**src/hdl/dio_dac_pkg.sv**
```systemverilog
package dio_dac_pkg;
  localparam int ADDR_W = 8;
  localparam int DATA_W = 32;
  localparam int PORT_W = 8;
  localparam int DAC_W = 12;
  localparam int PIN_W = 2 * PORT_W;
  localparam int SYNC_STAGES = 3;

  // register byte offsets, one aligned word each
  localparam logic [ADDR_W-1:0] OFS_CTRL = 8'h00;
  localparam logic [ADDR_W-1:0] OFS_FIRST = 8'h04;
  localparam logic [ADDR_W-1:0] OFS_SECOND = 8'h08;
  localparam logic [ADDR_W-1:0] OFS_DAC0 = 8'h0C;
  localparam logic [ADDR_W-1:0] OFS_DAC1 = 8'h10;

  // control register fields
  localparam int CTRL_FIRST_OUT_BIT = 0;
  localparam int CTRL_SECOND_OUT_BIT = 1;
  localparam int CTRL_LOW_POWER_BIT = 2;
  // analog channel register fields
  localparam int DAC_CODE_LSB = 0;
  localparam int DAC_RANGE_BIT = 16;

  localparam logic [PORT_W-1:0] PORT_RST = 8'h00;
  localparam logic [PORT_W-1:0] OE_ON = 8'hFF;
  localparam logic [PORT_W-1:0] OE_OFF = 8'h00;
  localparam logic [PIN_W-1:0] PIN_RST = 16'hFFFF;
  localparam logic [DAC_W-1:0] DAC_RST = 12'h000;
  localparam logic [DATA_W-1:0] DATA_ZERO = 32'h0000_0000;

  typedef enum logic [2:0] {
    SEL_NONE,
    SEL_CTRL,
    SEL_FIRST,
    SEL_SECOND,
    SEL_DAC0,
    SEL_DAC1
  } regSel_t;

  function automatic regSel_t decodeSel(input logic [ADDR_W-1:0] addr);
    regSel_t sel;
    sel = SEL_NONE;
    unique case (addr)
      OFS_CTRL: sel = SEL_CTRL;
      OFS_FIRST: sel = SEL_FIRST;
      OFS_SECOND: sel = SEL_SECOND;
      OFS_DAC0: sel = SEL_DAC0;
      OFS_DAC1: sel = SEL_DAC1;
      default: sel = SEL_NONE;
    endcase
    return sel;
  endfunction : decodeSel
endpackage : dio_dac_pkg

```
**src/hdl/dual_port_io_and_dac_load.sv**
```systemverilog
// Chosen here: the address map and register access over APB.
`timescale 1ns/10ps
`default_nettype none
// Functional notes
// [RULE_01] two byte ports, direction set per port
// [RULE_02] only first two interface ports exist
// [RULE_03] reset leaves both ports as inputs
// [RULE_04] input port undriven, output drives latch
// [RULE_05] low power stops port accesses
// [RULE_06] host reloads analog setup after low power
// [RULE_07] two channels hold 12-bit codes
// [RULE_08] each channel has own range select
// [RULE_09] host picks unipolar for current output
// [RULE_10] decode address into selects and strobes
// [RULE_11] read data driven only on reads
module dual_port_io_and_dac_load (
  input wire logic clock,
  input wire logic rstn,
  input wire logic psel,
  input wire logic penable,
  input wire logic pwrite,
  input wire logic [dio_dac_pkg::ADDR_W-1:0] paddr,
  input wire logic [dio_dac_pkg::DATA_W-1:0] pwdata,
  output logic [dio_dac_pkg::DATA_W-1:0] prdata,
  output logic pready,
  output logic pslverr,
  input wire logic [dio_dac_pkg::PORT_W-1:0] firstPortIn,
  output logic [dio_dac_pkg::PORT_W-1:0] firstPortOut,
  output logic [dio_dac_pkg::PORT_W-1:0] firstPortOe,
  input wire logic [dio_dac_pkg::PORT_W-1:0] secondPortIn,
  output logic [dio_dac_pkg::PORT_W-1:0] secondPortOut,
  output logic [dio_dac_pkg::PORT_W-1:0] secondPortOe,
  output logic [dio_dac_pkg::DAC_W-1:0] dac0Code,
  output logic dac0Bipolar,
  output logic [dio_dac_pkg::DAC_W-1:0] dac1Code,
  output logic dac1Bipolar,
  output logic lowPower
);
  import dio_dac_pkg::*;

  // bus decode
  regSel_t sel;
  logic setup;
  logic access;
  logic blocked;
  logic badAccess;
  logic wrStrobe;
  logic rdStrobe;

  // register state
  logic firstOe_reg, firstOe_next;
  logic secondOe_reg, secondOe_next;
  logic lowPower_reg, lowPower_next;
  logic [PORT_W-1:0] firstOut_reg, firstOut_next;
  logic [PORT_W-1:0] secondOut_reg, secondOut_next;
  logic [DAC_W-1:0] dac0Code_reg, dac0Code_next;
  logic [DAC_W-1:0] dac1Code_reg, dac1Code_next;
  logic dac0Bip_reg, dac0Bip_next;
  logic dac1Bip_reg, dac1Bip_next;
  logic [DATA_W-1:0] rdata_reg, rdata_next;
  logic err_reg, err_next;

  // pin synchroniser and agreement filter
  logic [PIN_W-1:0] pinS1_reg, pinS1_next;
  logic [PIN_W-1:0] pinS2_reg, pinS2_next;
  logic [PIN_W-1:0] pinS3_reg, pinS3_next;
  logic [PIN_W-1:0] pinVal_reg, pinVal_next;
  logic [PIN_W-1:0] agree;

  // only the first two ports of the peripheral interface are built; the third
  // has no pins and no register here [RULE_02]
  always_comb begin
    sel = decodeSel(paddr); // [RULE_10]
    setup = psel && !penable;
    access = psel && penable;
    // in low power only the control word stays reachable [RULE_05]
    blocked = lowPower_reg && (sel != SEL_CTRL);
    badAccess = (sel == SEL_NONE) || blocked;
    wrStrobe = access && pwrite && !badAccess; // [RULE_10]
    rdStrobe = setup && !pwrite && !badAccess; // [RULE_10]
  end

  // zero wait states: every access phase completes at once
  assign pready = access;
  assign pslverr = err_reg;
  assign prdata = rdata_reg;

  always_comb begin
    firstOe_next = firstOe_reg;
    secondOe_next = secondOe_reg;
    lowPower_next = lowPower_reg;
    firstOut_next = firstOut_reg;
    secondOut_next = secondOut_reg;
    dac0Code_next = dac0Code_reg;
    dac1Code_next = dac1Code_reg;
    dac0Bip_next = dac0Bip_reg;
    dac1Bip_next = dac1Bip_reg;
    if (wrStrobe) begin
      unique case (sel)
        SEL_CTRL: begin
          firstOe_next = pwdata[CTRL_FIRST_OUT_BIT]; // [RULE_01]
          secondOe_next = pwdata[CTRL_SECOND_OUT_BIT]; // [RULE_01]
          lowPower_next = pwdata[CTRL_LOW_POWER_BIT];
        end
        SEL_FIRST: firstOut_next = pwdata[PORT_W-1:0];
        SEL_SECOND: secondOut_next = pwdata[PORT_W-1:0];
        SEL_DAC0: begin
          dac0Code_next = pwdata[DAC_CODE_LSB +: DAC_W]; // [RULE_07]
          dac0Bip_next = pwdata[DAC_RANGE_BIT]; // [RULE_08]
        end
        SEL_DAC1: begin
          dac1Code_next = pwdata[DAC_CODE_LSB +: DAC_W]; // [RULE_07]
          dac1Bip_next = pwdata[DAC_RANGE_BIT]; // [RULE_08]
        end
        SEL_NONE: begin
        end
      endcase
    end
    // analog setup is lost in low power, so the host must reload it [RULE_06]
    if (lowPower_reg) begin
      dac0Code_next = DAC_RST;
      dac1Code_next = DAC_RST;
      dac0Bip_next = 1'b0;
      dac1Bip_next = 1'b0;
    end
  end

  // read data is loaded at setup and cleared otherwise, so it is nonzero
  // only in the access phase of a read to this block [RULE_11]
  always_comb begin
    rdata_next = DATA_ZERO;
    err_next = 1'b0;
    if (setup) begin
      err_next = badAccess;
    end
    if (rdStrobe) begin
      unique case (sel)
        SEL_CTRL: begin
          rdata_next[CTRL_FIRST_OUT_BIT] = firstOe_reg;
          rdata_next[CTRL_SECOND_OUT_BIT] = secondOe_reg;
          rdata_next[CTRL_LOW_POWER_BIT] = lowPower_reg;
        end
        SEL_FIRST: rdata_next[PORT_W-1:0] = pinVal_reg[PORT_W-1:0];
        SEL_SECOND: rdata_next[PORT_W-1:0] = pinVal_reg[PIN_W-1:PORT_W];
        SEL_DAC0: begin
          rdata_next[DAC_CODE_LSB +: DAC_W] = dac0Code_reg;
          rdata_next[DAC_RANGE_BIT] = dac0Bip_reg;
        end
        SEL_DAC1: begin
          rdata_next[DAC_CODE_LSB +: DAC_W] = dac1Code_reg;
          rdata_next[DAC_RANGE_BIT] = dac1Bip_reg;
        end
        SEL_NONE: begin
        end
      endcase
    end
  end

  // a pin change is taken only once the second and third stages agree,
  // which costs a cycle but rejects a one-sample glitch
  always_comb begin
    pinS1_next = {secondPortIn, firstPortIn};
    pinS2_next = pinS1_reg;
    pinS3_next = pinS2_reg;
    agree = pinS2_reg ~^ pinS3_reg;
    pinVal_next = (pinS3_reg & agree) | (pinVal_reg & ~agree);
  end

  always_ff @(posedge clock) begin
    if (!rstn) begin
      firstOe_reg <= 1'b0; // [RULE_03]
      secondOe_reg <= 1'b0; // [RULE_03]
      lowPower_reg <= 1'b0;
      firstOut_reg <= PORT_RST;
      secondOut_reg <= PORT_RST;
      dac0Code_reg <= DAC_RST;
      dac1Code_reg <= DAC_RST;
      dac0Bip_reg <= 1'b0;
      dac1Bip_reg <= 1'b0;
      rdata_reg <= DATA_ZERO;
      err_reg <= 1'b0;
      pinS1_reg <= PIN_RST;
      pinS2_reg <= PIN_RST;
      pinS3_reg <= PIN_RST;
      pinVal_reg <= PIN_RST;
    end else begin
      firstOe_reg <= firstOe_next;
      secondOe_reg <= secondOe_next;
      lowPower_reg <= lowPower_next;
      firstOut_reg <= firstOut_next;
      secondOut_reg <= secondOut_next;
      dac0Code_reg <= dac0Code_next;
      dac1Code_reg <= dac1Code_next;
      dac0Bip_reg <= dac0Bip_next;
      dac1Bip_reg <= dac1Bip_next;
      rdata_reg <= rdata_next;
      err_reg <= err_next;
      pinS1_reg <= pinS1_next;
      pinS2_reg <= pinS2_next;
      pinS3_reg <= pinS3_next;
      pinVal_reg <= pinVal_next;
    end
  end

  // whole-port enables; low power releases every line [RULE_04] [RULE_05]
  assign firstPortOe = (firstOe_reg && !lowPower_reg) ? OE_ON : OE_OFF;
  assign secondPortOe = (secondOe_reg && !lowPower_reg) ? OE_ON : OE_OFF;
  assign firstPortOut = firstOut_reg; // [RULE_04]
  assign secondPortOut = secondOut_reg; // [RULE_04]
  // the range bit only picks the span; current output needs unipolar [RULE_09]
  assign dac0Code = dac0Code_reg;
  assign dac0Bipolar = dac0Bip_reg;
  assign dac1Code = dac1Code_reg;
  assign dac1Bipolar = dac1Bip_reg;
  assign lowPower = lowPower_reg;
endmodule : dual_port_io_and_dac_load
`default_nettype wire

```
**config.mk**
```make
export PLATFORM = sky130hd
export DESIGN_NAME = dual_port_io_and_dac_load
export DESIGN_NICKNAME = d
export VERILOG_FILES = /design/src/hdl/dio_dac_pkg.sv /design/src/hdl/dual_port_io_and_dac_load.sv
export SDC_FILE = /design/constraint.sdc
export NUM_CORES = 1
export LEC_CHECK = 0
export BUFFER_PORTS_ARGS = -buffer_cell sky130_fd_sc_hd__buf_4
export CAP_MARGIN = 20
export CELL_PAD_IN_SITES_DETAIL_PLACEMENT = 1
export CELL_PAD_IN_SITES_GLOBAL_PLACEMENT = 1
export CORE_ASPECT_RATIO = 1.5
export CORE_MARGIN = 2
export CORE_UTILIZATION = 38
export CTS_CLUSTER_DIAMETER = 80
export DETAILED_ROUTE_END_ITERATION = 10
export PLACE_DENSITY_LB_ADDON = 0.12
export SYNTH_ARGS = -nofsm -noshare
export SYNTH_HDL_FRONTEND = slang
export SYNTH_SLANG_ARGS = --single-unit
```
**constraint.sdc**
```tcl
create_clock -name clock -period 2.4 [get_ports clock]
set_input_delay 0.48 -clock clock [delete_from_list [all_inputs] [get_ports clock]]
set_output_delay 0.48 -clock clock [all_outputs]
set_load 0.01 [all_outputs]
```
==> results of run 1 <==
layer usage:
metal	up-vias	GRT usage, %	wire length (um)
li1	1804	-	-
met1	1790	19.7	4770
met2	106	32.7	6350
met3	9	5.40	736
met4	0	5.64	129
met5	-	0	0
power breakdown:
| group | total [uW] | switching [uW] | internal, uW |
|---|---|---|---|
| logic | 240 | 137 | 103 |
| registers | 2090 | 13.2 | 2080 |
| clock network | 2410 | 859 | 1550 |
final cells by class:
class | instances | share of cell area, %
Clock buffer | 25 | 8.07
Tap cell | 156 | 3.12
Inverter | 2 | 0.120
Clock inverter | 6 | 0.979
Timing Repair Buffer | 127 | 15.4
Multi-Input combinational cell | 318 | 33.0
Sequential cell | 123 | 39.3
per-stage QoR:
step / worst slack (ns) / instances
6_report: 0.396 / 757
5_1_grt: 0.239 / 757
3_5_place_dp: 0.242 / 726
4_1_cts: 0.351 / 757
3_3_place_gp: 0.272 / 726
2_1_floorplan: 0.416 / 506
cell usage in the layout, fill, tap and decap left out, drive strengths merged, types with 2 or more instances in the layout:
cell type | netlist | layout
a211oi | 14 | 14
dfxtp | 123 | 123
nor4 | 4 | 4
mux2 | 8 | 8
clkinv | 0 | 4
a21o | 8 | 8
nand4 | 12 | 12
clkbuf | 22 | 25
inv | 2 | 2
nand2 | 71 | 71
nand3b | 18 | 18
or4 | 2 | 2
nor2b | 4 | 4
mux2i | 45 | 45
nor4b | 2 | 2
nand2b | 48 | 48
conb | 1 | 19
nor2 | 17 | 17
o21ai | 17 | 17
a21oi | 17 | 17
a32oi | 3 | 3
buf | 41 | 127
critical path: cells and delay by family, from the launching register on:
kind | cells | cell delay (ns)
flip-flops | 1 | 0.46
AND/OR/NAND/NOR | 1 | 0.45
buffers and inverters | 1 | 0.21
logic make-up (layout without fill, tap and decap cells):
group | Yosys count | in the layout | share of synthesized area, %
mux | 53 | 53 | 11.1
flops | 123 | 123 | 50.8
simple gates | 186 | 186 | 21.2
compound gates | 60 | 60 | 8.70
other cells | 1 | 19 | 0.0773
buf+inv | 65 | 160 | 8.08
worst paths after layout:
kind / slack, ns / depth (start not counted) / endpoint
worst max-delay path: 0.40 / 2 / secondPortOe[6]
worst min-delay path: 0.25 / 2 / pinS1_reg[14]
worst max register to register: 0.58 / 4 / dac0Code[8]
worst min register to register: 0.40 / 1 / pinS2_reg[10]
==> impl_metrics.toml, run 1 <==
[synthesis]
synth_edf_count = 0
synthTopCellsByCount = "dfxtp_1, nand2_1, nand2b_1"
synth.top_cell.area_share_pct = 50.8
syn_avg_cell_area_sq_um = 9.94
netlist_instances = 488
async_reset_ff_share_pct = 0
synthTopCellsByArea = "dfxtp_1, mux2i_1, nand2b_1, nand2_1, buf_4"
ys_ff_latch = 123
synth.distinct_cells = 36
synth.most_common_cell = "dfxtp_1"
seq_area_frac_synth_pct = 50.8
synth_largest_area_cell = "dfxtp_1"
synth.yosys.warnings = 0
netlist_area_sq_um = 4850
synthFlopType = "dfxtp_1"

[timing]
final-setup-viol-count = 0
worst_slew_pin_slew_ns = 0.619
hold_viol = 0
drv_slew = 0
relSlewSlack_pct = 58.4
fin_tns_setup_ns = 0
hold_ws_ns = 0.252
min_period_over_period_pct = 83.5
rsz0062_at_grt = "no"
fin_crit_ns = 2.00
clock.fmax_mhz = 499
final.setup_skew_ns = 0.00527

[place]
postPlaceCellArea_sq_um = 5700
place_hpwl_mm = 8.70
gp_congestion = 0.742
numPortBuffers = 115

[clock_network]
post_cts_buffers = 0
clkTransAtPathRegs_ns = 0.05
clock_sinks = 123
cts_root_buf = "clkbuf_16"
cts_max_level = 4
cts_buffer_depth = 2
cts_buffers = 17
ctsHoldBuffers = 0
cts_tree = "built"
insertion_delay_ns = 0.41
cts_resized = 0

[power_and_ir_drop]
power_uw = 4740
power_leakage_uw = 0.00263
peakVddDrop_mv = 0.494
p_per_area_nw_per_um2 = 757

[grt]
track_usage_pct = 18.1
grt_pass1_wl_mm = 18.7
grt_pass1_vias = 3767
antenna_found_initial = 0
grt_max_degree = 62
grt_remaining_overflow = 0

[floorplanning]
design.core.area_sq_um = 12400
initial_core_util_pct = 38.9
die_h_um = 142
die_area_sq_um = 13700
num_io_pins = 154
rows = 50
fp.dieW_um = 96.2

[critical_path]
worstPathArrival_ns = 1.52
crit_chain = "nor2b_1, buf_4"
max_stage_delay_ns = 0.46
cp.required_ns = 1.92
cpMaxStageDelayCell = "dfxtp_1"
cp-startpoint = "lowPower"
worstReg2RegStart = "lowPower"
start_kind = "flop"
cp_max_fo = 13
worstSetupPathType = "flop to output port"
crit_path_end_kind = "output port"

[hold_path]
hold_class = "primary input to flop"
hp-start = "secondPortIn[6]"

[drt]
antenna_left = 0
vias = 3709
wl_mm = 12.0
routed_via_density = 4.90
first_pass_iters = 4
dr.first_iter.drc_count = 106
route.detailed.drc = 0
wl_per_cell_um = 15.8

[layout]
final_util_pct = 50.3
diodes = 0
final_area_sq_um = 6260
regArea_sq_um = 2460
multi_input_area_sq_um = 2060
nNetsFinal = 650
nFillCells = 1437
area_growth_syn_to_layout_pct = 29.2
drive_gt1_share_pct = 30.0

[run]
cap_violations = 0

[status]
status = "completed"
No activity file was read; power rests on OpenSTA's default activity.
==> run 2: changes to the inputs <==
- clock period: 2.4 -> 1.9 ns (I/O delays scaled with it)
==> run 2 against run 1 <==
  * Global-route usage up 0.25 points
  * Count of clock-buffer cells in the layout down 7
  * Sequential share of layout area down 0.60 points
  * Non-clock buffer count up 5
  * Clock skew down 0.0011 ns
  * First-iteration DRC count up 24%
  * Largest power group unchanged
  * Clock power up 31%
  * Sequential power up 26%
  * Utilization up 0.77 points
==> impl_metrics.toml, run 2 (same netlist as run 1, synthesis figures left out) <==
[status]
status = "completed"

[timing]
final.setup_skew_ns = 0.00416
min_period_over_period_pct = 92.3
final-setup-viol-count = 0
fin_crit_ns = 1.75
fin_tns_setup_ns = 0
drv_slew = 0
setup_ws_ns = 0.146
rsz0062_at_grt = "no"
hold_viol = 0
clock.fmax_mhz = 570

[floorplanning]
fp.dieW_um = 96.2
rows = 50
die_area_sq_um = 13700
design.core.area_sq_um = 12400
die_h_um = 142
initial_core_util_pct = 38.9
num_io_pins = 154

[layout]
nNetsFinal = 655
final_area_sq_um = 6360
final_cell_mix = "buf_4, dfxtp_1, nand2_1"
nFillCells = 1412
final_util_pct = 51.1
final_common_cell = "buf_4"
diodes = 0
area_growth_syn_to_layout_pct = 31.1
drive_gt1_share_pct = 31.5

[clock_network]
clock_sinks = 123
clkTransAtPathRegs_ns = 0.06
cts_root_buf = "clkbuf_16"
insertion_delay_ns = 0.41
cts_buffer_depth = 2
cts_buffers = 17
cts_max_level = 4
cts_tree = "built"

[critical_path]
worstPathArrival_ns = 1.37
worstReg2RegStart = "lowPower"
max_stage_delay_ns = 0.40
worstSetupPathType = "flop to output port"
crit_chain = "buf_4, nor2b_4, buf_4"
cp_common_cell = "buf_4"
cp.required_ns = 1.52
cp-startpoint = "lowPower"
cp_top_family = "flip-flops"
start_kind = "flop"
critical_path_buf_inv_count = 2
crit_path_end_kind = "output port"
cpMaxStageDelayCell = "dfxtp_1"
cp_max_fo = 9

[drt]
vias = 3738
wl_mm = 12.2
antenna_left = 0
wl_per_cell_um = 16.0
route.detailed.drc = 0
first_pass_iters = 4
routed_via_density = 4.90
dr.first_iter.drc_count = 131

[grt]
grt_pass1_wl_mm = 18.8
track_usage_pct = 18.3
grt_pass1_vias = 3713
grt_remaining_overflow = 0
grt_max_degree = 93
antenna_found_initial = 0

[place]
gp_congestion = 0.765
numPortBuffers = 115
pre_cts_ws_ns = -0.155
place_hpwl_mm = 8.76
postPlaceCellArea_sq_um = 5760

[power_and_ir_drop]
p_per_area_nw_per_um2 = 959
peakVddDrop_mv = 0.595
power_leakage_uw = 0.00265

[hold_path]
hold_class = "primary input to flop"
hp-start = "secondPortIn[3]"

[run]
cap_violations = 0
-- run 2: repair_timing --
action                     4_1_cts  5_1_grt
setup endpoints to repair       16       16
setup buffers                    0        0
hold buffers                     0        0
gates cloned                     0        0
gates resized for setup          2        2
-- run 2: path summary, 6_finish.rpt --
kind,endpoint,slack [ns],cells past startpoint
setup / recovery,secondPortOe[6],0.15,3
hold / removal,pinS1_reg[11],0.15,2
setup reg to reg,dac0Code[6],0.19,4
hold reg to reg,pinS2_reg[9],0.40,1
-- run 2: metal layers --
| layer | wire [um] | GRT usage, % |
|---|---|---|
| met5 | 0 | 0 |
| met4 | 182 | 6.39 |
| met3 | 672 | 5.30 |
| met2 | 6570 | 33.0 |
| met1 | 4820 | 19.9 |
-- run 2: metrics by stage --
step	hold WS (ns)	instances	power [uW]
after floorplan	0.386	506	2900
after global placement	0.391	731	3000
after detailed placement	0.394	731	3010
after CTS	0.132	763	6180
after global routing	0.134	763	6330
final	0.152	763	6100
-- run 2: cell type report --
class                      instances  area (sq um)  area share [%]
tap                              156           195            3.07
inverter                           2          7.51           0.118
multi-input combinational        318          2080            32.7
clock buffer                      18           439            6.91
sequential                       123          2460            38.7
timing repair buffer             132          1030            16.2
clock inverter                    14           146            2.30
-- run 2: where the power goes --
group	internal, uW	leakage [uW]	switching (uW)
sequential	2620	0.00100	16.2
combinational	138	0.00138	176
clock	1960	0.000271	1180
total	4720	0.00265	1380
==> run 3: changes to the inputs <==
- PLACE_DENSITY_LB_ADDON: 0.12 -> 0.1
==> run 3 against run 2 <==
  * Sequential power barely moved
  * Setup slack improved by 0.038 ns
  * First-iteration DRC count fell by 31%
  * Via count rose by 0.99%
  * Critical endpoint unchanged
==> impl_metrics.toml, run 3 (same netlist as run 1, synthesis figures left out) <==
[power_and_ir_drop]
p_switching_uw = 1290
p_int_uw = 4600
power_leakage_uw = 0.00265
clkPwrFrac_pct = 49.7
power_uw = 5880
comb_power_share_pct = 5.4
peakVddDrop_mv = 0.603
p_per_area_nw_per_um2 = 932
switching_share_pct = 21.9
seq_power_share_pct = 44.9

[layout]
diodes = 0
regArea_sq_um = 2460
nFillCells = 1451
stdcell_count = 761
final_common_cell = "buf_4"
area_growth_syn_to_layout_pct = 30.3
nNetsFinal = 656
multi_input_area_sq_um = 2070
final_cell_mix = "buf_4, dfxtp_1, nand2_1"
final_util_pct = 50.7
drive_gt1_share_pct = 30.9

[clock_network]
cts_buffers = 17
cts_max_level = 4
cts_root_buf = "clkbuf_16"
cts_buffer_depth = 2
insertion_delay_ns = 0.41
clock_sinks = 123
cts_tree = "built"
clkTransAtPathRegs_ns = 0.05
ctsHoldBuffers = 0

[grt]
grtUsageMet2_pct = 34.0
grt_pass1_vias = 3835
track_usage_pct = 19.1
antenna_found_initial = 0
grt_remaining_overflow = 0
use_met3_pct = 4.34
top_usage_layer = "met2"
grt_pass1_wl_mm = 19.7
met1_usage_pct = 21.0
grt_max_degree = 93

[drt]
vias = 3775
antenna_left = 0
first_pass_iters = 4
routed_via_density = 4.96
route.detailed.drc = 0
dr.first_iter.drc_count = 90
wl_per_cell_um = 16.4
wl_mm = 12.5

[floorplanning]
rows = 50
design.core.area_sq_um = 12400
initial_core_util_pct = 38.9
fp.dieW_um = 96.2
die_area_sq_um = 13700
die_h_um = 142
num_io_pins = 154

[critical_path]
crit_path_end_kind = "output port"
worstSetupPathType = "flop to output port"
reg2reg_depth = 4
cp_common_cell = "buf_4"
cp_max_fo = 8
cpMaxStageDelayCell = "dfxtp_1"
max_stage_delay_ns = 0.33
cp.required_ns = 1.52
worstPathArrival_ns = 1.34
start_kind = "flop"
crit_chain = "buf_4, nor2b_2, buf_4"

[timing]
clock.fmax_mhz = 583
final-setup-viol-count = 0
hold_viol = 0
rsz0062_at_grt = "no"
min_period_over_period_pct = 90.3
final.setup_skew_ns = 0.00600
drv_slew = 0
hold_ws_ns = 0.154
fin_crit_ns = 1.72

[place]
place_inst = 732
gp_congestion = 0.749
place_hpwl_mm = 8.91
numPortBuffers = 115

[run]
cap_violations = 0

[hold_path]
min_delay_path_depth = 2
hold_class = "primary input to flop"

[status]
status = "completed"
[run 3: cell count changes in the layout (fill, tap and decap cells not counted), moves of 2 or more]
cell,change
clkbuf_1,+2
inv_6,-2
nor2b_4,-2
clkinvlp_4,-3
nor2b_2,+2
[run 3: what timing repair did]
action | 4_1_cts | 5_1_grt
setup endpoints to repair | 8 | 8
resized for setup | 1 | 1
setup buffers | 0 | 0
[run 3: routing by layer]
metal	share of wire (%)	up-vias
li1	-	1819
met4	2.7	0
met2	53	115
met5	0	-
met3	4.8	21
met1	39	1820
[run 3: per-stage QoR]
stage	TNS (ns)	instance area, sq um	setup WS [ns]
detailed placement	-2.38	5780	-0.121
floorplan	0	4920	0.0156
global route	0	6320	0.0579
global placement	-2.32	5780	-0.102
CTS	0	6310	0.00351
finish	0	6320	0.185
[run 3: layout make-up]
cell class	instances	area share, %
multi-input combinational	318	32.8
sequential	123	39.0
tap	156	3.09
inverter	2	0.119
clock inverter	8	1.15
timing repair buffer	133	16.6
clock buffer	21	7.29
[run 3: power groups by stage]
stage          Clock, uW  Combinational, uW  Sequential, uW
2_1_floorplan          0                209            2690
3_3_place_gp           0                310            2690
3_5_place_dp           0                318            2700
4_1_cts             2980                320            2640
5_1_grt             3110                349            2650
6_report            2920                317            2640
[run 3: final timing paths]
check                      start         endpoint  slack, ns
setup reg to reg        lowPower      dac0Code[0]       0.28
hold reg to reg     pinS1_reg[0]     pinS2_reg[0]       0.41
hold / removal    firstPortIn[2]     pinS1_reg[2]       0.15
setup / recovery        lowPower  secondPortOe[6]       0.18
[run 3: critical path, delay by kind of cell (launching register included)]
| kind | cells | cell delay, ns |
|---|---|---|
| buffers and inverters | 2 | 0.34 |
| flip-flops | 1 | 0.33 |
| AND/OR/NAND/NOR | 1 | 0.26 |
